File: config.mk
export PLATFORM = sky130hd
export DESIGN_NAME = crt_timer
export DESIGN_NICKNAME = d
export VERILOG_FILES = /design/src/shared/crt_pkg.sv /design/src/rtl/crt_timer.sv /design/src/rtl/crt_pin_sync.sv
export SDC_FILE = /design/constraint.sdc
export NUM_CORES = 1
export LEC_CHECK = 0
export BUFFER_PORTS_ARGS = -buffer_cell sky130_fd_sc_hd__buf_2
export CORE_ASPECT_RATIO = 0.75
export CORE_UTILIZATION = 40
export DETAILED_ROUTE_END_ITERATION = 10
export GPL_TIMING_DRIVEN = 0
export SETUP_SLACK_MARGIN = 0.4
export SLEW_MARGIN = 20
export SYNTH_ARGS = -nofsm -noshare
export SYNTH_HDL_FRONTEND = slang
export SYNTH_SLANG_ARGS = --single-unit
File: constraint.sdc
create_clock -name aclk -period 3.2 [get_ports aclk]
set_input_delay 0.16 -clock aclk [delete_from_list [all_inputs] [get_ports aclk]]
set_output_delay 0.16 -clock aclk [all_outputs]
set_load 0.1 [all_outputs]
File: src/shared/crt_pkg.sv
package crt_pkg;
   // Register byte offsets on the AXI4-Lite bus
   localparam logic [7:0] CRT_OFF_CTRL = 8'h00;
   localparam logic [7:0] CRT_OFF_MODE = 8'h04;
   localparam logic [7:0] CRT_OFF_CNT_LO = 8'h08;
   localparam logic [7:0] CRT_OFF_CNT_HI = 8'h0C;
   localparam logic [7:0] CRT_OFF_CAP_LO = 8'h10;
   localparam logic [7:0] CRT_OFF_CAP_HI = 8'h14;
   localparam logic [7:0] CRT_OFF_IRQ_STAT = 8'h18;
   localparam logic [7:0] CRT_OFF_IRQ_MASK = 8'h1C;
   // Machine cycle phases, counted in core clocks
   localparam logic [3:0] CRT_PH_FLAG = 4'h3;
   localparam logic [3:0] CRT_PH_UPDATE = 4'h4;
   localparam logic [3:0] CRT_PH_SAMPLE = 4'h9;
   localparam logic [3:0] CRT_PH_LAST = 4'hB;
   // Values after reset
   localparam logic [7:0] CRT_CTRL_RST = 8'h00;
   localparam logic [7:0] CRT_MODE_RST = 8'h00;
   localparam logic [15:0] CRT_CNT_RST = 16'h0000;
   localparam logic [15:0] CRT_CAP_RST = 16'h0000;
   localparam logic [1:0] CRT_IRQ_RST = 2'h0;
   // Count limits
   localparam logic [15:0] CRT_CNT_MAX = 16'hFFFF;
   localparam logic [15:0] CRT_CNT_ZERO = 16'h0000;
   // Interrupt status bit positions
   localparam int CRT_IRQ_OVF = 0;
   localparam int CRT_IRQ_EXF = 1;
   // Bus responses
   localparam logic [1:0] CRT_RESP_OKAY = 2'h0;
   localparam logic [1:0] CRT_RESP_SLVERR = 2'h2;

   // Timer control register layout
   typedef struct packed {
      logic overflow_flag;
      logic external_event_flag;
      logic receive_baud_select;
      logic transmit_baud_select;
      logic external_enable_bit;
      logic run_bit;
      logic counter_timer_select;
      logic capture_reload_select;
   } crt_ctrl_t;

   // Timer mode register layout
   typedef struct packed {
      logic [5:0] unused;
      logic clock_output_enable;
      logic down_count_enable;
   } crt_mode_t;

   // Drive of the shared count / clock-out pin
   typedef struct packed {
      logic level;
      logic enable;
   } crt_pin_drive_t;
endpackage

File: src/rtl/crt_timer.sv
// Capture / reload timer-counter with AXI4-Lite register access
//
// Design decisions made here: the register addresses and the AXI4-Lite interface to the registers.
module crt_timer
(
   // Clock and reset
   input logic aclk,
   input logic aresetn,
   // AXI4-Lite write channels
   input logic [7:0] s_axi_awaddr,
   input logic s_axi_awvalid,
   output logic s_axi_awready,
   input logic [31:0] s_axi_wdata,
   input logic [3:0] s_axi_wstrb,
   input logic s_axi_wvalid,
   output logic s_axi_wready,
   output logic [1:0] s_axi_bresp,
   output logic s_axi_bvalid,
   input logic s_axi_bready,
   // AXI4-Lite read channels
   input logic [7:0] s_axi_araddr,
   input logic s_axi_arvalid,
   output logic s_axi_arready,
   output logic [31:0] s_axi_rdata,
   output logic [1:0] s_axi_rresp,
   output logic s_axi_rvalid,
   input logic s_axi_rready,
   // Shared count input / clock output pin
   input logic count_pin_i,
   output logic count_pin_o,
   output logic count_pin_oe,
   // Trigger and direction pin
   input logic trigger_pin_i,
   // Interrupts
   output logic timer_req,
   output logic irq
);
   import crt_pkg::*;

   // Next count value one step up or down
   function automatic logic [15:0] crt_step(input logic [15:0] v, input logic down);
      crt_step = down ? v - 16'h0001 : v + 16'h0001;
   endfunction

   // True for an offset that holds a register
   function automatic logic crt_mapped(input logic [7:0] a);
      crt_mapped = (a <= CRT_OFF_IRQ_MASK) && (a[1:0] == 2'h0);
   endfunction

   crt_ctrl_t ctrl; // Timer control register
   crt_mode_t mode; // Timer mode register
   logic [15:0] count; // Count, high and low byte
   logic [15:0] cap; // Capture / reload bytes
   logic [1:0] irq_stat; // Sticky interrupt status
   logic [1:0] irq_mask; // Interrupt mask
   logic [3:0] phase; // Position within the machine cycle
   logic half; // Half-rate enable for fast modes
   logic cnt_lvl, trg_lvl; // Synchronised pin levels
   logic cnt_smp, trg_smp; // Levels taken at the sample phase
   logic cnt_fall; // Fall seen, held over the next machine cycle
   logic trg_fall; // One-cycle strobe of a trigger fall
   logic step_q, wrap_q, down_q; // Step decided at the flag phase
   logic clk_out; // Clock-out level
   crt_pin_drive_t drive; // Pin drive pair
   logic aw_hold, w_hold; // Write address / data taken
   logic [7:0] aw_addr; // Held write address
   logic [31:0] w_data; // Held write data
   logic [3:0] w_strb; // Held write strobes
   logic do_wr; // Both halves present, commit now
   logic wr_en; // Commit touching the low byte lane
   logic [31:0] rd_mux; // Read data for the offered address

   // Mode decode
   logic baud, fast, reload_mode, capture_mode, count_down, slow_step, wrap_now;
   logic hw_ovf, hw_exf, trig_reload, trig_capture;

   assign baud = ctrl.receive_baud_select | ctrl.transmit_baud_select;
   assign fast = ctrl.run_bit & ~ctrl.counter_timer_select
      & (baud | mode.clock_output_enable);
   assign reload_mode = ctrl.run_bit & ~baud & ~ctrl.capture_reload_select;
   assign capture_mode = ctrl.run_bit & ~baud & ctrl.capture_reload_select;
   // Trigger pin low selects down counting when enabled
   assign count_down = reload_mode & mode.down_count_enable & ~trg_lvl;
   // Timer steps each machine cycle, counter only on a seen fall
   assign slow_step = ctrl.run_bit & ~fast
      & (ctrl.counter_timer_select ? cnt_fall : 1'b1);
   assign wrap_now = count_down ? (count == cap) : (count == CRT_CNT_MAX);
   // Overflow flag is not raised while generating baud or clock
   assign hw_ovf = (phase == CRT_PH_FLAG) & slow_step & wrap_now & ~baud;
   assign trg_fall = (phase == CRT_PH_SAMPLE) & trg_smp & ~trg_lvl;
   // Direction mode uses the trigger as a level, not an edge
   assign hw_exf = trg_fall & ctrl.external_enable_bit
      & ~(reload_mode & mode.down_count_enable);
   assign trig_reload = trg_fall & reload_mode & ctrl.external_enable_bit
      & ~mode.down_count_enable;
   assign trig_capture = trg_fall & capture_mode & ctrl.external_enable_bit;

   // Pin synchronisers
   crt_pin_sync u_cnt_sync
   (
      .aclk(aclk),
      .aresetn(aresetn),
      .pin_i(count_pin_i),
      .level_o(cnt_lvl)
   );
   crt_pin_sync u_trg_sync
   (
      .aclk(aclk),
      .aresetn(aresetn),
      .pin_i(trigger_pin_i),
      .level_o(trg_lvl)
   );

   // Machine cycle of twelve clocks
   always_ff @(posedge aclk)
   begin
      if (!aresetn)
         phase <= 4'h0;
      else if (phase == CRT_PH_LAST)
         phase <= 4'h0;
      else
         phase <= phase + 4'h1;
   end

   // Half-rate enable for baud and clock-out counting
   always_ff @(posedge aclk)
   begin
      if (!aresetn)
         half <= 1'b0;
      else
         half <= ~half;
   end

   // Pin samples once per machine cycle; a fall needs two samples
   always_ff @(posedge aclk)
   begin
      if (!aresetn)
      begin
         cnt_smp <= 1'b0;
         trg_smp <= 1'b0;
         cnt_fall <= 1'b0;
      end
      else if (phase == CRT_PH_SAMPLE)
      begin
         cnt_smp <= cnt_lvl;
         trg_smp <= trg_lvl;
         cnt_fall <= cnt_smp & ~cnt_lvl;
      end
   end

   // Step decision taken at the flag phase, applied one clock later
   always_ff @(posedge aclk)
   begin
      if (!aresetn)
      begin
         step_q <= 1'b0;
         wrap_q <= 1'b0;
         down_q <= 1'b0;
      end
      else if (phase == CRT_PH_FLAG)
      begin
         step_q <= slow_step;
         wrap_q <= wrap_now;
         down_q <= count_down;
      end
   end

   // Count: software write, trigger reload, machine step, fast step
   always_ff @(posedge aclk)
   begin
      if (!aresetn)
         count <= CRT_CNT_RST;
      else if (wr_en && aw_addr == CRT_OFF_CNT_LO)
         count[7:0] <= w_data[7:0];
      else if (wr_en && aw_addr == CRT_OFF_CNT_HI)
         count[15:8] <= w_data[7:0];
      else if (trig_reload)
         count <= cap;
      else if (phase == CRT_PH_UPDATE && step_q && ctrl.run_bit) // stop cancels late step
      begin
         // Visible at the update phase after the counted fall
         if (!wrap_q)
            count <= crt_step(count, down_q);
         else if (down_q)
            count <= CRT_CNT_MAX;
         else if (capture_mode)
            count <= CRT_CNT_ZERO;
         else
            count <= cap;
      end
      else if (fast && half)
         count <= (count == CRT_CNT_MAX) ? cap : crt_step(count, 1'b0);
   end

   // Capture bytes; hardware capture yields to a software write
   always_ff @(posedge aclk)
   begin
      if (!aresetn)
         cap <= CRT_CAP_RST;
      else if (wr_en && aw_addr == CRT_OFF_CAP_LO)
         cap[7:0] <= w_data[7:0];
      else if (wr_en && aw_addr == CRT_OFF_CAP_HI)
         cap[15:8] <= w_data[7:0];
      else if (trig_capture)
         cap <= count;
   end

   // Clock-out toggles on each fast rollover, giving a 50% duty output
   always_ff @(posedge aclk)
   begin
      if (!aresetn)
         clk_out <= 1'b0;
      else if (fast && half && mode.clock_output_enable && count == CRT_CNT_MAX)
         clk_out <= ~clk_out;
   end

   // The count pin is driven only while clock-out is selected
   assign drive.level = clk_out;
   assign drive.enable = mode.clock_output_enable & ~ctrl.counter_timer_select;
   assign count_pin_o = drive.level;
   assign count_pin_oe = drive.enable;

   // Control register; a hardware set wins over a software clear
   always_ff @(posedge aclk)
   begin
      if (!aresetn)
         ctrl <= crt_ctrl_t'(CRT_CTRL_RST);
      else
      begin
         if (wr_en && aw_addr == CRT_OFF_CTRL)
            ctrl <= crt_ctrl_t'(w_data[7:0]);
         if (hw_ovf)
            ctrl.overflow_flag <= 1'b1;
         if (hw_exf)
            ctrl.external_event_flag <= 1'b1;
      end
   end

   // Mode register; down counting is off after reset
   always_ff @(posedge aclk)
   begin
      if (!aresetn)
         mode <= crt_mode_t'(CRT_MODE_RST);
      else if (wr_en && aw_addr == CRT_OFF_MODE)
         mode <= crt_mode_t'({6'h00, w_data[1:0]});
   end

   // Sticky interrupt status, write one to clear, set wins
   always_ff @(posedge aclk)
   begin
      if (!aresetn)
         irq_stat <= CRT_IRQ_RST;
      else
      begin
         if (wr_en && aw_addr == CRT_OFF_IRQ_STAT)
            irq_stat <= irq_stat & ~w_data[1:0];
         if (hw_ovf)
            irq_stat[CRT_IRQ_OVF] <= 1'b1;
         if (hw_exf)
            irq_stat[CRT_IRQ_EXF] <= 1'b1;
      end
   end

   // Interrupt mask
   always_ff @(posedge aclk)
   begin
      if (!aresetn)
         irq_mask <= CRT_IRQ_RST;
      else if (wr_en && aw_addr == CRT_OFF_IRQ_MASK)
         irq_mask <= w_data[1:0];
   end

   // Flags stay until software clears them
   assign timer_req = ctrl.overflow_flag | ctrl.external_event_flag;
   assign irq = |(irq_stat & irq_mask);

   // Write address and data are taken independently
   assign s_axi_awready = ~aw_hold & ~s_axi_bvalid;
   assign s_axi_wready = ~w_hold & ~s_axi_bvalid;
   assign do_wr = aw_hold & w_hold & ~s_axi_bvalid;
   // Byte lane zero carries every register
   assign wr_en = do_wr & w_strb[0] & crt_mapped(aw_addr);

   always_ff @(posedge aclk)
   begin
      if (!aresetn)
      begin
         aw_hold <= 1'b0;
         w_hold <= 1'b0;
         aw_addr <= 8'h00;
         w_data <= 32'h00000000;
         w_strb <= 4'h0;
         s_axi_bvalid <= 1'b0;
         s_axi_bresp <= CRT_RESP_OKAY;
      end
      else
      begin
         if (s_axi_awvalid && s_axi_awready)
         begin
            aw_hold <= 1'b1;
            aw_addr <= s_axi_awaddr;
         end
         if (s_axi_wvalid && s_axi_wready)
         begin
            w_hold <= 1'b1;
            w_data <= s_axi_wdata;
            w_strb <= s_axi_wstrb;
         end
         if (do_wr)
         begin
            aw_hold <= 1'b0;
            w_hold <= 1'b0;
            s_axi_bvalid <= 1'b1;
            s_axi_bresp <= crt_mapped(aw_addr) ? CRT_RESP_OKAY : CRT_RESP_SLVERR;
         end
         else if (s_axi_bready)
            s_axi_bvalid <= 1'b0;
      end
   end

   // Read decode; unused bits read as zero
   always_comb
   begin
      rd_mux = 32'h00000000;
      if (s_axi_araddr == CRT_OFF_CTRL)
         rd_mux[7:0] = ctrl;
      else if (s_axi_araddr == CRT_OFF_MODE)
         rd_mux[7:0] = mode;
      else if (s_axi_araddr == CRT_OFF_CNT_LO)
         rd_mux[7:0] = count[7:0];
      else if (s_axi_araddr == CRT_OFF_CNT_HI)
         rd_mux[7:0] = count[15:8];
      else if (s_axi_araddr == CRT_OFF_CAP_LO)
         rd_mux[7:0] = cap[7:0];
      else if (s_axi_araddr == CRT_OFF_CAP_HI)
         rd_mux[7:0] = cap[15:8];
      else if (s_axi_araddr == CRT_OFF_IRQ_STAT)
         rd_mux[1:0] = irq_stat;
      else if (s_axi_araddr == CRT_OFF_IRQ_MASK)
         rd_mux[1:0] = irq_mask;
   end

   // Read answer one clock after the address is taken
   assign s_axi_arready = ~s_axi_rvalid;
   always_ff @(posedge aclk)
   begin
      if (!aresetn)
      begin
         s_axi_rvalid <= 1'b0;
         s_axi_rdata <= 32'h00000000;
         s_axi_rresp <= CRT_RESP_OKAY;
      end
      else if (s_axi_arvalid && s_axi_arready)
      begin
         s_axi_rvalid <= 1'b1;
         s_axi_rdata <= rd_mux;
         s_axi_rresp <= crt_mapped(s_axi_araddr) ? CRT_RESP_OKAY : CRT_RESP_SLVERR;
      end
      else if (s_axi_rready)
         s_axi_rvalid <= 1'b0;
   end
endmodule // crt_timer

File: src/rtl/crt_pin_sync.sv
// Two-flop synchroniser for a pin input
module crt_pin_sync
(
   // Clock and reset
   input logic aclk,
   input logic aresetn,
   // Pin and synchronised level
   input logic pin_i,
   output logic level_o
);
   import crt_pkg::*;

   logic meta; // First stage, read only by the second

   // Pins are asynchronous to the core clock
   always_ff @(posedge aclk)
   begin
      if (!aresetn)
      begin
         meta <= 1'b1;
         level_o <= 1'b1;
      end
      else
      begin
         meta <= pin_i;
         level_o <= meta;
      end
   end
endmodule // crt_pin_sync

==> summary by stage <==
Placed design
OpenSTA, run right after detailed placement, puts the worst setup slack at 0.0210 ns. The congestion estimate from routability-driven global placement came to 0.996. Buffers placed on the I/O ports in this run total 51. The estimated wirelength of the detail-placed design is 16300 um.

STA
Setup repair after global routing could not meet its margin everywhere. The routed design could run at a clock period as short as 2.76 ns. The final count of pins violating max slew came to 0. After layout, the worst setup slack is 0.440 ns. The fmax is 0.362 GHz.

In the final timing run, aggregate negative setup slack is 0 ns. The final number of hold-violating endpoints is 0. Dividing the final minimum period by the clock period gives 86.2%. On the final layout, the worst clock skew is 0.00835 ns. For the pin with the worst max-slew slack, the measured transition is 0.862 ns.

The hold slack is 0.0357 ns. The relative slew slack is 42.0%. The count of final setup violators is 0.

Die
Pin placement for this block handled 106 I/O pins. The region available for standard cell placement spans 0.0145 mm^2. The floorplan step set the die width to 143 um.

The row count is 38. The total die area is 0.0155 mm^2. In this run the vertical extent of the chip is 108 um. The starting utilization of the core area is 41.2%.

Clock network
The root buffer cell chosen for the clock tree is clkbuf_16. Counting the buffers created by CTS gives 9. The clock latency on the worst-skew pair is 0.36 ns. TritonCTS built the clock tree. Clock-pin slew was measured on the worst setup and hold paths at 0.07 ns. The maximum clock path buffer count is 2.

The number of clock sinks is 93. The level count of the clock H-tree is 3.

Yosys
Among all flip-flop cells after synthesis, the most frequent one is dfxtp_1. Of the synthesized area, sequential elements account for 31.1%. The post-synthesis instance total is 771. Dividing the synthesized area by the synthesized cell count gives 7.78 um^2. After synthesis, the share of flip-flops with an asynchronous set or reset is 0%. The count of state elements after synthesis is 93. In this run, synthesis inferred 0 flip-flops with an integrated enable.

The Yosys step of the flow raised 0 warnings. The post-synthesis instance area is 0.00600 mm^2. The dominant cell type by area after synthesis is dfxtp_1. By area the synthesized netlist is led by dfxtp_1 (31%), nand2_1 (6.1%), a21oi_1 (5.8%). Counting distinct cell types in the post-synthesis netlist gives 79. Summed over its instances, the top area cell type makes up 31.1% of the synthesized netlist area.

Finish
The repair_antennas step left the layout with diodes totalling 0. The multi-input gate area in the final layout is 0.00379 mm^2. The count of fill cells added during filler insertion is 1501. Relative to the synthesized area, the layout overhead comes to 17.7%. For this run, the post-layout net count is 933. Cells fill 48.5% of the core in the end. The combined flip-flop and latch cell area is 0.00186 mm^2. Cells with a size suffix above 1 make up 16.1% of the layout.

Global routing
The number of global-route vias before repair is 5638. The initial antenna violation count was 0. The first global-routing pass estimated 33700 um of wire. Entering global routing, the biggest net connects 19 pins. The leftover overflow at the end of global routing is 0. The total track usage is 29.4%.

Route
The average detailed-routed wire length per instance is 20.7 um. The number of antenna-violating nets in the routed design is 0. The remaining design rule violation count is 0. The routed layout has 6365 vias.

The overall routed net length is 22200 um. The via density per instance is 5.94. For this block, the initial DRC count from the detailed router was 643. The number of search-and-repair iterations in the first detailed-routing pass is 6.

Power and ir drop
Summed over all cells, the static leakage comes to 0.00291 uW. The maximum vdd drop is 279 uV. In this run the power density over the cells is 407 mW/mm^2.

Worst setup path
The maximum fanout along the worst path is 10. In this run the critical register-to-register path is launched from count[0]$_SDFFE_PN0P_. Data on the critical path arrives at its endpoint at 3.00 ns. In this run the worst setup path begins at count[0]$_SDFFE_PN0P_. The nature of the critical path startpoint is a register. The critical path is of the reg -> reg type. The data required time of the critical path is 3.44 ns. The critical path capture point type is a register.

Min path
In this run the most critical hold path is launched from s_axi_awaddr[4]. The worst hold path class is in -> reg.

Job
The count of max-cap constraint violations is 0.

Run status
The flow ran to the end, and the final reports show no timing, DRC or antenna violations.
-- cell usage in the layout (no fill, tap or decap), types with 4 or more instances in the layout --
cell type	Yosys	routed
a211oi_1	18	17
a21oi_1	69	68
a221oi_1	10	10
a22oi_1	6	6
a31oi_1	10	10
and2_1	5	5
and3_1	4	4
buf_1	7	6
buf_2	5	55
buf_4	27	34
clkbuf_1	37	36
clkbuf_16	0	9
conb_1	1	26
dfxtp_1	93	93
ha_1	5	5
inv_1	19	19
mux2i_1	34	34
nand2_1	97	97
nand2b_1	14	14
nand3_1	29	28
nand3b_1	7	7
nand4_1	13	13
nor2_1	56	53
nor2b_1	5	5
nor3_1	16	14
nor4_1	12	11
nor4_2	3	4
o211ai_1	10	10
o21ai_0	30	29
o221ai_1	4	4
o22ai_1	4	4
or3_1	9	9
or4_1	5	5
xnor2_1	18	18
xor2_1	21	21
-- layout make-up --
class                           count  area share [%]
Multi-Input combinational cell    603            53.7
Sequential cell                    93            26.4
Buffer                             80            6.13
Timing Repair Buffer               60            4.68
Tap cell                          200            3.54
Clock buffer                        9            3.19
Clock inverter                      7            1.31
Inverter                           20            1.06
-- metal layers --
layer / track usage (%) / share of wire (%)
met4: 11.2 / 3.0
met1: 41.5 / 45
met5: 0 / 0
met3: 10.3 / 13
met2: 40.4 / 39
-- cells by family after synthesis --
logic type | count (synthesis) | synth area share (%)
simple gates | 296 | 25.4
compound gates | 203 | 22.7
buf+inv | 100 | 8.39
flops | 93 | 31.1
xor+xnor | 39 | 5.70
mux | 34 | 5.68
fa+ha+maj | 5 | 1.04
other cells | 1 | 0.0625
-- synthesized netlist by cell type (12+ instances only) --
library cell / number
nand4_1: 13
o21ai_0: 30
nor3_1: 16
dfxtp_1: 93
a21oi_1: 69
nor4_1: 12
nand3_1: 29
xor2_1: 21
nand2_1: 97
mux2i_1: 34
nand2b_1: 14
xnor2_1: 18
nor2_1: 56
buf_4: 27
a211oi_1: 18
inv_1: 19
clkbuf_1: 37
-- repair_timing --
item	in CTS	in global routing
buffers inserted	0	6
endpoints found under the hold margin	3	0
pin swaps	1	1
resized for setup	4	12
hold buffers	3	0
endpoints found under the setup margin	10	23
-- state kept, by name (all words and copies together), names as in the netlist, 2 cells and up --
signal,flops
irq_stat,2
irq_mask,2
count,16
aw_addr,8
w_data,8
s_axi_rdata,8
ctrl,8
phase,4
mode,2
cap,16
-- final timing paths --
path                                        end  slack (ns)  cells after the start
hold reg to reg   u_trg_sync.level_o$_SDFF_PN1_        0.41                      1
setup / recovery          count[8]$_SDFFE_PN0P_        0.44                      9
hold / removal          aw_addr[4]$_SDFFE_PN0P_        0.04                      3
setup reg to reg          count[8]$_SDFFE_PN0P_        0.44                      9
-- where the power goes --
part	leakage [uW]	total, uW	internal [uW]	switching, uW
combinational	0.00200	478	99.3	378
sequential	0.000756	1230	1190	43.4
clock	0.000149	1160	627	533
-- through the flow --
| step | cell area, um^2 | cells | total power, uW |
|---|---|---|---|
| after CTS | 6960 | 1066 | 2880 |
| after floorplan | 6090 | 796 | 1620 |
| after global placement | 6600 | 1047 | 1720 |
| after detailed placement | 6600 | 1047 | 1730 |
| final | 7060 | 1072 | 2870 |
| after global routing | 7060 | 1072 | 2970 |
-- critical path: stages (launching register included) --
cell,delay (ns)
dfxtp_1,0.34
clkbuf_1,0.29
inv_1,0.13
ha_1,0.24
or4b_1,0.63
nor4_1,0.30
xnor2_1,0.16
a21oi_1,0.10
a211oi_2,0.32
a21oi_1,0.11
Note: power is estimated with default switching activity, not from simulation.
